==> config.mk <==
export PLATFORM = sky130hd
export DESIGN_NAME = sct_top
export DESIGN_NICKNAME = d
export VERILOG_FILES = /design/src/rtl/sct_pkg.sv /design/src/rtl/sct_top.sv /design/src/rtl/sct_shifter.sv
export VERILOG_INCLUDE_DIRS = /design/src /design/src/rtl
export SDC_FILE = /design/constraint.sdc
export NUM_CORES = 1
export LEC_CHECK = 0
export BUFFER_PORTS_ARGS = -buffer_cell sky130_fd_sc_hd__buf_2
export CELL_PAD_IN_SITES_DETAIL_PLACEMENT = 1
export CELL_PAD_IN_SITES_GLOBAL_PLACEMENT = 1
export CORE_ASPECT_RATIO = 1.1
export CORE_MARGIN = 2
export CORE_UTILIZATION = 47
export CTS_BUF_LIST = sky130_fd_sc_hd__clkbuf_2 sky130_fd_sc_hd__clkbuf_4 sky130_fd_sc_hd__clkbuf_8
export CTS_CLUSTER_SIZE = 28
export DETAILED_ROUTE_END_ITERATION = 8
export GPL_ROUTABILITY_DRIVEN = 0
export PLACE_DENSITY_LB_ADDON = 0.1
export SLEW_MARGIN = 30
export SYNTH_ARGS = -nofsm -noshare
export SYNTH_HDL_FRONTEND = slang
export SYNTH_SLANG_ARGS = --single-unit
==> constraint.sdc <==
create_clock -name clk -period 7.36 [get_ports clk]
set_input_delay 1.472 -clock clk [delete_from_list [all_inputs] [get_ports clk]]
set_output_delay 1.472 -clock clk [all_outputs]
set_load 0.02 [all_outputs]
==> src/rtl/sct_defines.svh <==
// Purpose: timing and width constants of the converter conversion timing block
// Assumes: clk runs at 40 MHz; every count below is derived from the printed time
// Notes: least times round up, longest times round down, none below one cycle
//
// Behaviour
// - busy lasts at most 283/430/560 ns
// - busy falls at least 10 ns after conversion
// - reset held 15 ns; busy 600 ns after
// - result readable right at conversion end
// - result is always a 16-bit word
// - parallel data valid before busy falls
// - bus drives data on access, releases after
// - chip select high floats serial outputs
// - chip select low enables serial outputs
// - read-during frame marker at 12/137/263 ns
// - read-after frame marker at 275/400/500 ns
// - frame marker drops, then busy 13 ns later
// - first serial clock edge after frame marker
// - reference selects: both low internal, high external
// - wideband mode times exactly like fastest mode
// - divider sets serial clock 8/16/32/64 ns; code gives 50/50/50/100 ns periods
`ifndef SCT_DEFINES_SVH
`define SCT_DEFINES_SVH

// ************************************************************
// clock and widths
// ************************************************************
`define SCT_CLK_NS 25
`define SCT_WORD_W 16
`define SCT_CNT_W 6
`define SCT_CYC_FLOOR(t) ((t) / `SCT_CLK_NS)
`define SCT_CYC_CEIL(t) (((t) + `SCT_CLK_NS - 1) / `SCT_CLK_NS)

// ************************************************************
// times in ns and their cycle counts
// ************************************************************
`define SCT_CONV_FAST_NS 283
`define SCT_CONV_NORM_NS 430
`define SCT_CONV_LOW_NS 560
`define SCT_SYNC_RDC_FAST_NS 12
`define SCT_SYNC_RDC_NORM_NS 137
`define SCT_SYNC_RDC_LOW_NS 263
`define SCT_SYNC_RAC_FAST_NS 275
`define SCT_SYNC_RAC_NORM_NS 400
`define SCT_SYNC_RAC_LOW_NS 500
`define SCT_EOC_BUSY_NS 10
`define SCT_TAIL_NS 13
`define SCT_RST_BUSY_NS 600
`define SCT_SCLK_P0_NS 8
`define SCT_SCLK_P1_NS 16
`define SCT_SCLK_P2_NS 32
`define SCT_SCLK_P3_NS 64
`define SCT_HALF_CYC(p) (((p) + 2 * `SCT_CLK_NS - 1) / (2 * `SCT_CLK_NS))
`define SCT_EOC_CYC `SCT_CYC_CEIL(`SCT_EOC_BUSY_NS)
`define SCT_TAIL_CYC `SCT_CYC_CEIL(`SCT_TAIL_NS)
`define SCT_RST_BUSY_CYC `SCT_CYC_CEIL(`SCT_RST_BUSY_NS)

`endif

==> src/rtl/sct_pkg.sv <==
// Purpose: shared types of the conversion timing block
// Assumes: constants come from sct_defines.svh
// Notes: wideband code shares every timing with the fastest code
package sct_pkg;

	// rate mode straps
	typedef enum logic [1:0] {
		RATE_FAST = 2'h0,
		RATE_NORM = 2'h1,
		RATE_LOW = 2'h2,
		RATE_WIDE = 2'h3
	} sct_rate_t;

	// conversion sequencer states
	typedef enum logic [2:0] {
		ST_IDLE = 3'h0,
		ST_CONV = 3'h1,
		ST_SERIAL = 3'h2,
		ST_TAIL = 3'h3,
		ST_HOLD = 3'h4,
		ST_RSTBUSY = 3'h5
	} sct_state_t;

endpackage

==> src/rtl/sct_top.sv <==
// Purpose: conversion start, busy, result and readout sequencing of the converter
// Assumes: host inputs come from logic on clk; only the slave serial clock is foreign
// Notes: a slave serial clock must be far slower than clk to be followed
`include "sct_defines.svh"
`timescale 1ns/1ps
`default_nettype none

module sct_top #(
	parameter int WIDTH = `SCT_WORD_W
) (
	// clock and reset
	input wire logic clk,
	input wire logic sys_rst,
	// host conversion control
	input wire logic conversion_start_n,
	input wire logic adc_reset,
	// mode straps
	input wire logic [1:0] rate_mode,
	input wire logic serial_en,
	input wire logic master_en,
	input wire logic read_during,
	input wire logic [1:0] serial_clock_divider,
	// reference selection
	input wire logic reference_powerdown,
	input wire logic ref_buffer_powerdown,
	output logic internal_ref_en,
	output logic ref_buffer_en,
	// converter core
	input wire logic [WIDTH-1:0] core_code,
	// status
	output logic busy,
	output logic result_valid,
	// parallel bus
	input wire logic cs_n,
	input wire logic rd_n,
	output logic [WIDTH-1:0] par_data_out,
	output logic par_data_oe,
	// serial port
	input wire logic ext_sclk,
	input wire logic serial_data_in,
	output logic serial_data_out,
	output logic serial_data_oe,
	output logic frame_marker_out,
	output logic frame_marker_oe,
	output logic serial_clock_out,
	output logic serial_clock_oe
);
	localparam int CW = `SCT_CNT_W;

	sct_pkg::sct_state_t state_r, state_nxt;
	sct_pkg::sct_rate_t rate_r, rate_nxt;
	logic [CW-1:0] cnt_r, cnt_nxt;
	logic busy_r, busy_nxt;
	logic valid_r, valid_nxt;
	logic early_r, early_nxt;
	logic start_prev_r, start_prev_nxt;
	logic [WIDTH-1:0] result_r, result_nxt;
	logic int_ref_r, int_ref_nxt;
	logic buf_en_r, buf_en_nxt;
	logic [2:0] esync_r, esync_nxt;
	logic [CW-1:0] busy_len_r;
	logic go, load, shift_ext, ser_active, ser_done, ser_sclk, ser_sdo;
	logic start_fall, rac_mode, rdc_mode, slave_mode;
	logic [CW-1:0] conv_cyc, sync_cyc;

	// ************************************************************
	// timing lookups
	// ************************************************************
	// wideband shares the fastest figures
	function automatic logic [CW-1:0] conv_cycles(input sct_pkg::sct_rate_t r);
		unique case (r)
			sct_pkg::RATE_NORM: conv_cycles = CW'(`SCT_CYC_FLOOR(`SCT_CONV_NORM_NS));
			sct_pkg::RATE_LOW: conv_cycles = CW'(`SCT_CYC_FLOOR(`SCT_CONV_LOW_NS));
			sct_pkg::RATE_FAST, sct_pkg::RATE_WIDE: begin
				conv_cycles = CW'(`SCT_CYC_FLOOR(`SCT_CONV_FAST_NS));
			end
		endcase
	endfunction

	// frame marker delay, read during or after convert
	function automatic logic [CW-1:0] sync_cycles(input sct_pkg::sct_rate_t r, input logic rdc);
		unique case (r)
			sct_pkg::RATE_NORM: begin
				sync_cycles = rdc ? CW'(`SCT_CYC_CEIL(`SCT_SYNC_RDC_NORM_NS))
					: CW'(`SCT_CYC_CEIL(`SCT_SYNC_RAC_NORM_NS));
			end
			sct_pkg::RATE_LOW: begin
				sync_cycles = rdc ? CW'(`SCT_CYC_CEIL(`SCT_SYNC_RDC_LOW_NS))
					: CW'(`SCT_CYC_CEIL(`SCT_SYNC_RAC_LOW_NS));
			end
			sct_pkg::RATE_FAST, sct_pkg::RATE_WIDE: begin
				sync_cycles = rdc ? CW'(`SCT_CYC_CEIL(`SCT_SYNC_RDC_FAST_NS))
					: CW'(`SCT_CYC_CEIL(`SCT_SYNC_RAC_FAST_NS));
			end
		endcase
	endfunction

	// half period of the internal serial clock in clk cycles
	function automatic logic [2:0] half_cycles(input logic [1:0] d);
		unique case (d)
			2'h0: half_cycles = 3'(`SCT_HALF_CYC(`SCT_SCLK_P0_NS));
			2'h1: half_cycles = 3'(`SCT_HALF_CYC(`SCT_SCLK_P1_NS));
			2'h2: half_cycles = 3'(`SCT_HALF_CYC(`SCT_SCLK_P2_NS));
			2'h3: half_cycles = 3'(`SCT_HALF_CYC(`SCT_SCLK_P3_NS));
		endcase
	endfunction

	assign rac_mode = serial_en && master_en && !read_during;
	assign rdc_mode = serial_en && master_en && read_during;
	assign slave_mode = serial_en && !master_en;
	assign start_fall = start_prev_r && !conversion_start_n;
	assign conv_cyc = conv_cycles(rate_r);
	assign sync_cyc = sync_cycles(rate_r, rdc_mode);

	// ************************************************************
	// conversion sequencer
	// ************************************************************
	// starts while busy are dropped; the host must space them itself
	always_comb begin
		state_nxt = state_r;
		rate_nxt = rate_r;
		cnt_nxt = cnt_r;
		busy_nxt = busy_r;
		valid_nxt = valid_r;
		early_nxt = early_r;
		result_nxt = result_r;
		start_prev_nxt = conversion_start_n;
		go = 1'h0;
		load = 1'h0;
		if (adc_reset) begin
			state_nxt = sct_pkg::ST_HOLD;
			cnt_nxt = '0;
			busy_nxt = 1'h0;
			valid_nxt = 1'h0;
			early_nxt = 1'h0;
		end else begin
			unique case (state_r)
				sct_pkg::ST_IDLE: begin
					if (start_fall) begin
						state_nxt = sct_pkg::ST_CONV;
						rate_nxt = sct_pkg::sct_rate_t'(rate_mode);
						cnt_nxt = '0;
						busy_nxt = 1'h1;
					end
				end
				sct_pkg::ST_CONV: begin
					cnt_nxt = CW'(cnt_r + 1'h1);
					// read during convert ships the previous word
					if (rdc_mode && cnt_r == CW'(sync_cyc - 1'h1)) begin
						go = 1'h1;
						load = 1'h1;
					end
					if (rac_mode && cnt_r == CW'(sync_cyc - 1'h1)) begin
						early_nxt = 1'h1;
					end
					// result lands a full cycle before busy drops
					if (cnt_r == CW'(conv_cyc - 1'h1 - CW'(`SCT_EOC_CYC))) begin
						result_nxt = core_code;
						valid_nxt = 1'h1;
					end
					if (cnt_r == CW'(conv_cyc - 1'h1)) begin
						if (rac_mode) begin
							state_nxt = sct_pkg::ST_SERIAL;
							early_nxt = 1'h1;
							go = 1'h1;
							load = 1'h1;
						end else begin
							state_nxt = sct_pkg::ST_IDLE;
							busy_nxt = 1'h0;
							load = slave_mode;
						end
					end
				end
				sct_pkg::ST_SERIAL: begin
					early_nxt = 1'h0; // shifter frame has taken over
					if (ser_done) begin
						state_nxt = sct_pkg::ST_TAIL;
						cnt_nxt = '0;
					end
				end
				sct_pkg::ST_TAIL: begin
					if (cnt_r == CW'(`SCT_TAIL_CYC - 1)) begin
						state_nxt = sct_pkg::ST_IDLE;
						busy_nxt = 1'h0;
					end else begin
						cnt_nxt = CW'(cnt_r + 1'h1);
					end
				end
				sct_pkg::ST_HOLD: begin
					state_nxt = sct_pkg::ST_RSTBUSY;
					cnt_nxt = '0;
					busy_nxt = 1'h1;
				end
				sct_pkg::ST_RSTBUSY: begin
					if (cnt_r == CW'(`SCT_RST_BUSY_CYC - 1)) begin
						state_nxt = sct_pkg::ST_IDLE;
						busy_nxt = 1'h0;
					end else begin
						cnt_nxt = CW'(cnt_r + 1'h1);
					end
				end
				default: begin
					state_nxt = sct_pkg::ST_IDLE;
					busy_nxt = 1'h0;
				end
			endcase
		end
	end

	// registers only
	always_ff @(posedge clk) begin
		if (sys_rst) begin
			state_r <= sct_pkg::ST_IDLE;
			rate_r <= sct_pkg::RATE_FAST;
			cnt_r <= '0;
			busy_r <= 1'h0;
			valid_r <= 1'h0;
			early_r <= 1'h0;
			result_r <= '0;
			start_prev_r <= 1'h1;
		end else begin
			state_r <= state_nxt;
			rate_r <= rate_nxt;
			cnt_r <= cnt_nxt;
			busy_r <= busy_nxt;
			valid_r <= valid_nxt;
			early_r <= early_nxt;
			result_r <= result_nxt;
			start_prev_r <= start_prev_nxt;
		end
	end

	// ************************************************************
	// reference select and slave clock synchroniser
	// ************************************************************
	// reference powerdown alone leaves the buffer on with the reference off
	always_comb begin
		int_ref_nxt = !reference_powerdown && !ref_buffer_powerdown;
		buf_en_nxt = !ref_buffer_powerdown;
		esync_nxt = {esync_r[1:0], ext_sclk};
	end

	// registers only
	always_ff @(posedge clk) begin
		if (sys_rst) begin
			int_ref_r <= 1'h0;
			buf_en_r <= 1'h0;
			esync_r <= 3'h0;
		end else begin
			int_ref_r <= int_ref_nxt;
			buf_en_r <= buf_en_nxt;
			esync_r <= esync_nxt;
		end
	end

	// stage 0 is read only by stage 1; the edge uses stages 1 and 2
	assign shift_ext = slave_mode && !cs_n && esync_r[2] && !esync_r[1];

	sct_shifter #(
		.WIDTH(WIDTH)
	) u_shifter (
		.clk(clk),
		.sys_rst(sys_rst),
		.load(load),
		.load_data(result_r),
		.go(go),
		.shift_ext(shift_ext),
		.half_cycles(half_cycles(serial_clock_divider)),
		.fill_bit(serial_data_in),
		.active(ser_active),
		.done(ser_done),
		.sclk(ser_sclk),
		.sdo(ser_sdo)
	);

	// ************************************************************
	// outputs
	// ************************************************************
	// enables follow chip select in the same cycle
	assign busy = busy_r;
	assign result_valid = valid_r;
	assign internal_ref_en = int_ref_r;
	assign ref_buffer_en = buf_en_r;
	assign par_data_out = result_r;
	assign par_data_oe = !serial_en && !cs_n && !rd_n;
	assign frame_marker_out = early_r || ser_active;
	assign serial_clock_out = ser_sclk;
	assign serial_data_out = ser_sdo;
	assign frame_marker_oe = serial_en && master_en && !cs_n;
	assign serial_clock_oe = serial_en && master_en && !cs_n;
	assign serial_data_oe = serial_en && !cs_n;

	// ************************************************************
	// checks
	// ************************************************************
	// helper: length of the current busy pulse
	always_ff @(posedge clk) begin
		if (sys_rst || !busy_r) begin
			busy_len_r <= '0;
		end else begin
			busy_len_r <= CW'(busy_len_r + 1'h1);
		end
	end
endmodule

`default_nettype wire

==> src/rtl/sct_shifter.sv <==
// Purpose: result shift register with master serial clock generator
// Assumes: go and load come from the same clock domain
// Notes: data changes on the falling serial clock, host samples on the rising one
`include "sct_defines.svh"
`timescale 1ns/1ps
`default_nettype none

module sct_shifter #(
	parameter int WIDTH = `SCT_WORD_W
) (
	// clock and reset
	input wire logic clk,
	input wire logic sys_rst,
	// control
	input wire logic load,
	input wire logic [WIDTH-1:0] load_data,
	input wire logic go,
	input wire logic shift_ext,
	input wire logic [2:0] half_cycles,
	input wire logic fill_bit,
	// serial side
	output logic active,
	output logic done,
	output logic sclk,
	output logic sdo
);
	localparam int BW = $clog2(WIDTH) + 1;

	logic active_r, active_nxt;
	logic sclk_r, sclk_nxt;
	logic [2:0] div_r, div_nxt;
	logic [BW-1:0] bits_r, bits_nxt;
	logic [WIDTH-1:0] sh_r, sh_nxt;
	logic [BW-1:0] rises_r;

	// ************************************************************
	// shift and clock generation
	// ************************************************************
	// clock starts low so the first edge trails the frame by half a period
	always_comb begin
		active_nxt = active_r;
		sclk_nxt = sclk_r;
		div_nxt = div_r;
		bits_nxt = bits_r;
		sh_nxt = sh_r;
		done = 1'h0;
		if (go) begin
			active_nxt = 1'h1;
			sclk_nxt = 1'h0;
			div_nxt = 3'h0;
			bits_nxt = '0;
		end else if (active_r) begin
			if (div_r == 3'(half_cycles - 3'h1)) begin
				div_nxt = 3'h0;
				sclk_nxt = ~sclk_r;
				if (sclk_r) begin
					sh_nxt = {sh_r[WIDTH-2:0], fill_bit};
					bits_nxt = BW'(bits_r + 1'h1);
					if (bits_r == BW'(WIDTH - 1)) begin
						active_nxt = 1'h0;
						done = 1'h1;
					end
				end
			end else begin
				div_nxt = 3'(div_r + 3'h1);
			end
		end else if (shift_ext) begin
			sh_nxt = {sh_r[WIDTH-2:0], fill_bit};
		end
		if (load) begin
			sh_nxt = load_data;
		end
	end

	// registers only
	always_ff @(posedge clk) begin
		if (sys_rst) begin
			active_r <= 1'h0;
			sclk_r <= 1'h0;
			div_r <= 3'h0;
			bits_r <= '0;
			sh_r <= '0;
		end else begin
			active_r <= active_nxt;
			sclk_r <= sclk_nxt;
			div_r <= div_nxt;
			bits_r <= bits_nxt;
			sh_r <= sh_nxt;
		end
	end

	assign active = active_r;
	assign sclk = sclk_r;
	assign sdo = sh_r[WIDTH-1];

	// ************************************************************
	// checks
	// ************************************************************
	// helper: rising serial clock edges seen in the current frame
	always_ff @(posedge clk) begin
		if (sys_rst || go) begin
			rises_r <= '0;
		end else if (active_r && sclk_nxt && !sclk_r) begin
			rises_r <= BW'(rises_r + 1'h1);
		end
	end
endmodule

`default_nettype wire

==> Yosys cells after proc, flatten, opt, wreduce, memory -nomap -nowiden <==
Index checks and enable logic that the tools add are counted.
{ "op_classes": {"add_sub_neg": 7, "eq_ne": 33, "muxes": 55, "bitwise": 3, "reduce_logical": 46} }
{ "op_table": {"columns": ["cell", "count"], "rows": [
  ["16-bit two-way mux", 6],
  ["6-bit one-hot mux with 3 select lines", 2],
  ["6-bit one-hot mux with 6 select lines", 1],
  ["1-bit two-way mux", 27],
  ["6-bit two-way mux", 4],
  ["3-bit two-way mux", 7],
  ["3-bit != test, second input constant", 7],
  ["6-bit == test", 3],
  ["3-bit one-hot mux with 6 select lines", 1],
  ["6-bit by 1-bit subtractor with 6-bit output, second input constant", 3],
  ["2-bit != test, second input constant", 8],
  ["1-bit logical AND", 15],
  ["5-bit AND reduction", 3],
  ["5-bit two-way mux", 2],
  ["1-bit zero test", 9],
  ["3-bit AND reduction", 3],
  ["2-bit == test, second input constant", 4],
  ["6-bit by 1-bit adder with 6-bit output, second input constant", 1],
  ["3-bit by 2-bit == test with 1-bit output, second input constant", 2],
  ["3-bit == test, second input constant", 2],
  ["6-bit by 5-bit == test with 1-bit output, second input constant", 1],
  ["6-bit zero test", 1],
  ["1-bit one-hot mux with 6 select lines", 1],
  ["3-bit one-hot mux with 2 select lines", 1],
  ["other kinds (23)", 30]
]} }
{ "word_totals": {"register_bits": 62, "inputBits": 33, "out_inout_bits": 27, "word_cells": 161} }

==> Longest topological paths before layout <==
{ "logic_depth": {"depth_word": 16, "mapped_depth": 15, "mapped_depth_nobuf": 12} }

==> Hierarchy <==
From an unflattened synthesis, not the netlist that was laid out.
{ "hier_totals": {"cells_unflattened": 404, "hier_area_um2": 3616.0} }
{ "by_module_without_submodules": {"columns": ["mod", "n_inst", "cells_per_inst", "area_each_um2", "seq_area_each_um2"], "rows": [
  ["sct_top", 1, 248, 2133.3, 720.7],
  ["sct_shifter", 1, 156, 1482.7, 520.5]
]} }

==> Worst setup path after synthesis <==
No wires, ideal clock.
{ "synth_timing": {"path_kind": "input -> output", "start": "input port serial_en", "end": "output port serial_clock_oe", "t_arrival_ns": 2.527, "required_ns": 5.888, "path_slack_ns": 3.361, "path_stages": 4, "path_buffers": 2, "path_cell_list": "buf_2 -> nor2b_1 -> and2_1 -> buf_4"} }
{ "synth_via": {"elab_chain_cells": 2} }
{ "synth_rtl": {"columns": ["element", "line", "source"], "rows": [
  ["from (decl)", "sct_top.sv:19", "input wire logic serial_en,"],
  ["1-bit logical AND (2 in series)", null, null],
  ["to (decl)", "sct_top.sv:46", "output logic serial_clock_oe"]
]} }
Every way passes these cells.

==> Worst setup path in the final report <==
{ "layout_timing": {"start": "input port read_during", "end": "register u_shifter.sh_r[1]"} }
{ "layout_via": {"elab_chain_cells": 13, "elab_cells_between_ends": 25, "classes_between": "1 x add/sub; 4 x eq/ne; 14 x mux; 6 x reduce/logical"} }
{ "layout_rtl": {"columns": ["element", "line", "source"], "rows": [
  ["from (decl)", "sct_top.sv:21", "input wire logic read_during,"],
  ["1-bit logical AND", "sct_top.sv:109", "assign rdc_mode = serial_en && master_en && read_during;"],
  ["5-bit two-way mux, or another cell as far along", "sct_top.sv:88", "sync_cycles = rdc ? CW'(`SCT_CYC_CEIL(`SCT_SYNC_RDC_LOW_NS))"],
  ["6-bit one-hot mux with 3 select lines", "sct_top.sv:82", "unique case (r)"],
  ["6-bit by 1-bit subtractor with 6-bit output", "sct_top.sv:149", "if (rdc_mode && cnt_r == CW'(sync_cyc - 1'h1)) begin"],
  ["6-bit == test", "sct_top.sv:149", null],
  ["1-bit logical AND", "sct_top.sv:149", null],
  ["1-bit two-way mux", "sct_top.sv:149", null],
  ["1-bit two-way mux", "sct_top.sv:162", "if (rac_mode) begin"],
  ["1-bit two-way mux", "sct_top.sv:161", "if (cnt_r == CW'(conv_cyc - 1'h1)) begin"],
  ["1-bit two-way mux", "sct_top.sv:137", "unique case (state_r)"],
  ["1-bit two-way mux", "sct_top.sv:130", "if (adc_reset) begin"],
  ["2-bit by 1-bit != test with 1-bit output (no source line)", null, null],
  ["4-bit AND reduction (no source line)", null, null],
  ["to (signal assigned)", "sct_shifter.sv:88", "sh_r <= sh_nxt;"],
  ["to (decl)", "sct_shifter.sv:33", "logic [WIDTH-1:0] sh_r, sh_nxt;"]
]} }
Parallel ways exist; a longest one is shown, timed or not. The select of a mux whose other input is x is not followed.
A chain may end at the register's enable or synchronous reset.

==> results_dict.tcl <==
set metrics [dict create \
    clock.fmax_mhz 247.8 \
    wl_per_cell_um 15.87 \
    fin_hold_ws_ps 449.3 \
    setup_violations 0 \
    fp.dieH_um 91.73 \
    dieWidth_um 83.75 \
    grt_overflow 0 \
    yosys.area_share.adder_pct 3.805 \
    worstSetupPathType "input pin to flip-flop" \
    rrSetupSlack_ps 3680 \
    numCtsBuffers 9 \
    cts_tree "built" \
    area_growth_pct 15.45 \
    viasPerCell 5.692 \
    max_cap_viol_count 0 \
    num_vias 2863 \
    rsz0062_at_grt "no" \
    grt_usage_pct 21.86 \
    utilization_pct 56.90 \
    antenna_found_initial 0 \
    synthArstFlopShare_pct 0 \
    worstHoldPathCells 2 \
    arrival_ps 4280 \
    synth_seq_cells 62 \
    synth_top_family_by_area "simple AND/OR/NAND/NOR gates" \
    period_share_pct 54.83 \
    multi_input_area_um2 1878 \
    clk_pin_slew_ps 80 \
    synth_edf_count 0 \
    required_ps 7610 \
    finalPower_mw 0.7534 \
    cts_max_path_buffers 2 \
    stdcell_count 503 \
    yosys_warnings 0 \
    io_pins 60 \
    relSlewSlack_pct 39.33 \
    r2r-end "u_shifter.sh_r[1]$_SDFFE_PP0P_" \
    worst-r2r-cell-count 12 \
    slowest_delay_ps 500 \
    start_util_pct 49.29 \
    layout-drive-gt1-share_pct 23.52 \
    peakVddDrop_mv 0.1293 \
    fin_setup_tns_ps 0 \
    grt_pass1_vias 2808 \
    rr_startpoint "rate_r[0]$_SDFFE_PP0P_" \
    status "complete, no violations" \
    placed_cell_area_um2 3566 \
    dr.pass1.iters 4 \
    synthesis.nets 416 \
    slew_viol_final 0 \
    dp_hpwl_um 5720 \
    synth-simple-area-share_pct 21.69 \
    synth_ff_type "dfxtp_1" \
    ff_latch_area_um2 1241 \
    hold_end "result_valid$_SDFFE_PP0P_" \
    post-cts-setup-buffers 0 \
    synthCells 373 \
    grt_start_max_net_pins 46 \
    cts.sink_count 62 \
    critPathSlowestCell "or2_1" \
    finalNetCount 459 \
    detailedPlace.worstSlack_ps 2978 \
    dieArea_um2 7682 \
    cts-root-buf "clkbuf_8" \
    clk_latency_ps 340 \
    dp_cells 487 \
    syn_area_per_cell_um2 8.815 \
    hold_viol 0 \
    cts_resized 0 \
    portBuffers 59 \
    startpoint_type "input pin" \
    tightest_slew_ps 910.1 \
    cp-end-kind "flip-flop" \
    ys_seq_area_share_pct 37.75 \
    fill_cells 810 \
    synth_mux_area_share_pct 12.21 \
    cp_cell_sequence "buf_2, a41oi_1, or2_2, ha_1, nor3_1, a311oi_1, a211oi_1, and3_1, a41oi_1, or2_1, a211oi_1" \
    syn_area_um2 3288 \
    diodes 0 \
    synth_xor_area_share_pct 3.196 \
    yosys.cell_types.count 57 \
    antenna_left 0 \
    leakagePower_nw 1.673 \
    critPathMaxFanout 16 \
    cts_hold_buf 0 \
    finalInstanceArea_um2 3796 \
    fin_ws_ps 3324 \
    num_rows 31 \
    drc 0 \
    routed_wl_um 7981 \
    hp-class "flip-flop to flip-flop" \
    powerDensity_nw_per_um2 198.5 \
    core_area_um2 6671 \
    period_minus_slack_ps 4036 \
    grt_first_pass_wirelength_um 13570 \
    drtIter0Drc 111 \
    cts.htree.levels 3 \
    skew_ps 15.16 \
    synth_compound_area_share_pct 15.98 \
    min-delay-start "result_valid$_SDFFE_PP0P_" \
]
## how the worst max path moves through the flow
stage	start	endpoint	cells after the start	slack [ps]
floorplan	serial_en	serial_clock_oe	4	3360
global placement	read_during	u_shifter.sh_r[6]$_SDFFE_PP0P_	11	3120
detailed placement	read_during	u_shifter.sh_r[1]$_SDFFE_PP0P_	11	2980
CTS	read_during	u_shifter.sh_r[1]$_SDFFE_PP0P_	11	3340
global route	read_during	u_shifter.sh_r[1]$_SDFFE_PP0P_	11	3080
finish	read_during	u_shifter.sh_r[1]$_SDFFE_PP0P_	11	3320
## state kept, by name (all words and copies together) (netlist names)
name              cells
result_valid          1
busy                  1
u_shifter.active      1
u_shifter.sclk        1
internal_ref_en       1
u_shifter.bits_r      5
rate_r                2
u_shifter.sh_r       16
early_r               1
state_r               3
cnt_r                 6
ref_buffer_en         1
esync_r               3
par_data_out         16
u_shifter.div_r       3
start_prev_r          1
## placed cells by master (no fill, tap or decap), types with 3 or more instances in the layout
cell type / count
nor3_1: 10
a211oi_2: 10
or3_1: 3
nor4_1: 3
nor2_1: 57
nand4_1: 4
xnor2_1: 5
nand2_1: 18
and2_1: 3
or2_2: 6
xor2_1: 7
buf_2: 59
inv_1: 12
dfxtp_1: 62
o21ai_0: 9
ha_1: 10
nand3_1: 9
a21oi_1: 18
nor2b_1: 5
nand4b_1: 3
a32o_1: 3
clkbuf_8: 10
mux2i_1: 39
and3_1: 3
a211oi_1: 10
## power by group
part | leakage (nW) | total (mW) | internal (mW) | switching [mW]
combinational | 1.06 | 0.0659 | 0.0267 | 0.0392
clock | 0.109 | 0.343 | 0.201 | 0.142
sequential | 0.501 | 0.344 | 0.339 | 0.00505
total | 1.67 | 0.753 | 0.567 | 0.186
## final cells by class
cell class,count,share of cell area (%)
Multi-Input combinational cell,271,49.47
Sequential cell,62,32.70
Timing Repair Buffer,59,7.779
Clock buffer,10,3.626
Tap cell,82,2.703
Clock inverter,6,2.439
Inverter,13,1.285
## kinds of logic after synthesis
family,Yosys count
buffers and inverters,40
DFF,62
and+or+nand+nor,141
xor gates and xnor gates,12
muxes,40
AOI/OAI and AO/OA,68
adders and majority gates,10
## cells in the mapped netlist (all sizes together), types with 4 or more instances
library cell,count,area (um2)
a211oi,20,200.2
a21oi,18,90.09
buf,10,63.80
clkbuf,17,63.81
dfxtp,62,1241
ha,10,125.1
inv,13,48.79
mux2i,39,390.4
nand2,19,78.82
nand3,9,45.04
nand4,4,25.02
nor2,58,217.7
nor2b,5,31.28
nor3,10,50.05
o21ai,9,45.04
or2,7,43.80
xnor2,5,43.79
xor2,7,61.31
## metal layers
metal | vias to the layer above | part of all wire (%) | GRT usage, %
li1 | 1409 | - | -
met1 | 1402 | 44 | 26.42
met2 | 46 | 51 | 37.93
met3 | 6 | 3.8 | 6.031
met4 | 0 | 0.85 | 6.317
met5 | - | 0 | 0
## critical path, delay by kind of cell
family	cells	cell delay, ps
AO/OA/AOI/OAI	5	1070
adder cells (fa/ha/maj)	1	240
buffers and inverters	1	200
AND/OR/NAND/NOR	4	1290
Note: power is estimated with default switching activity, not from simulation.
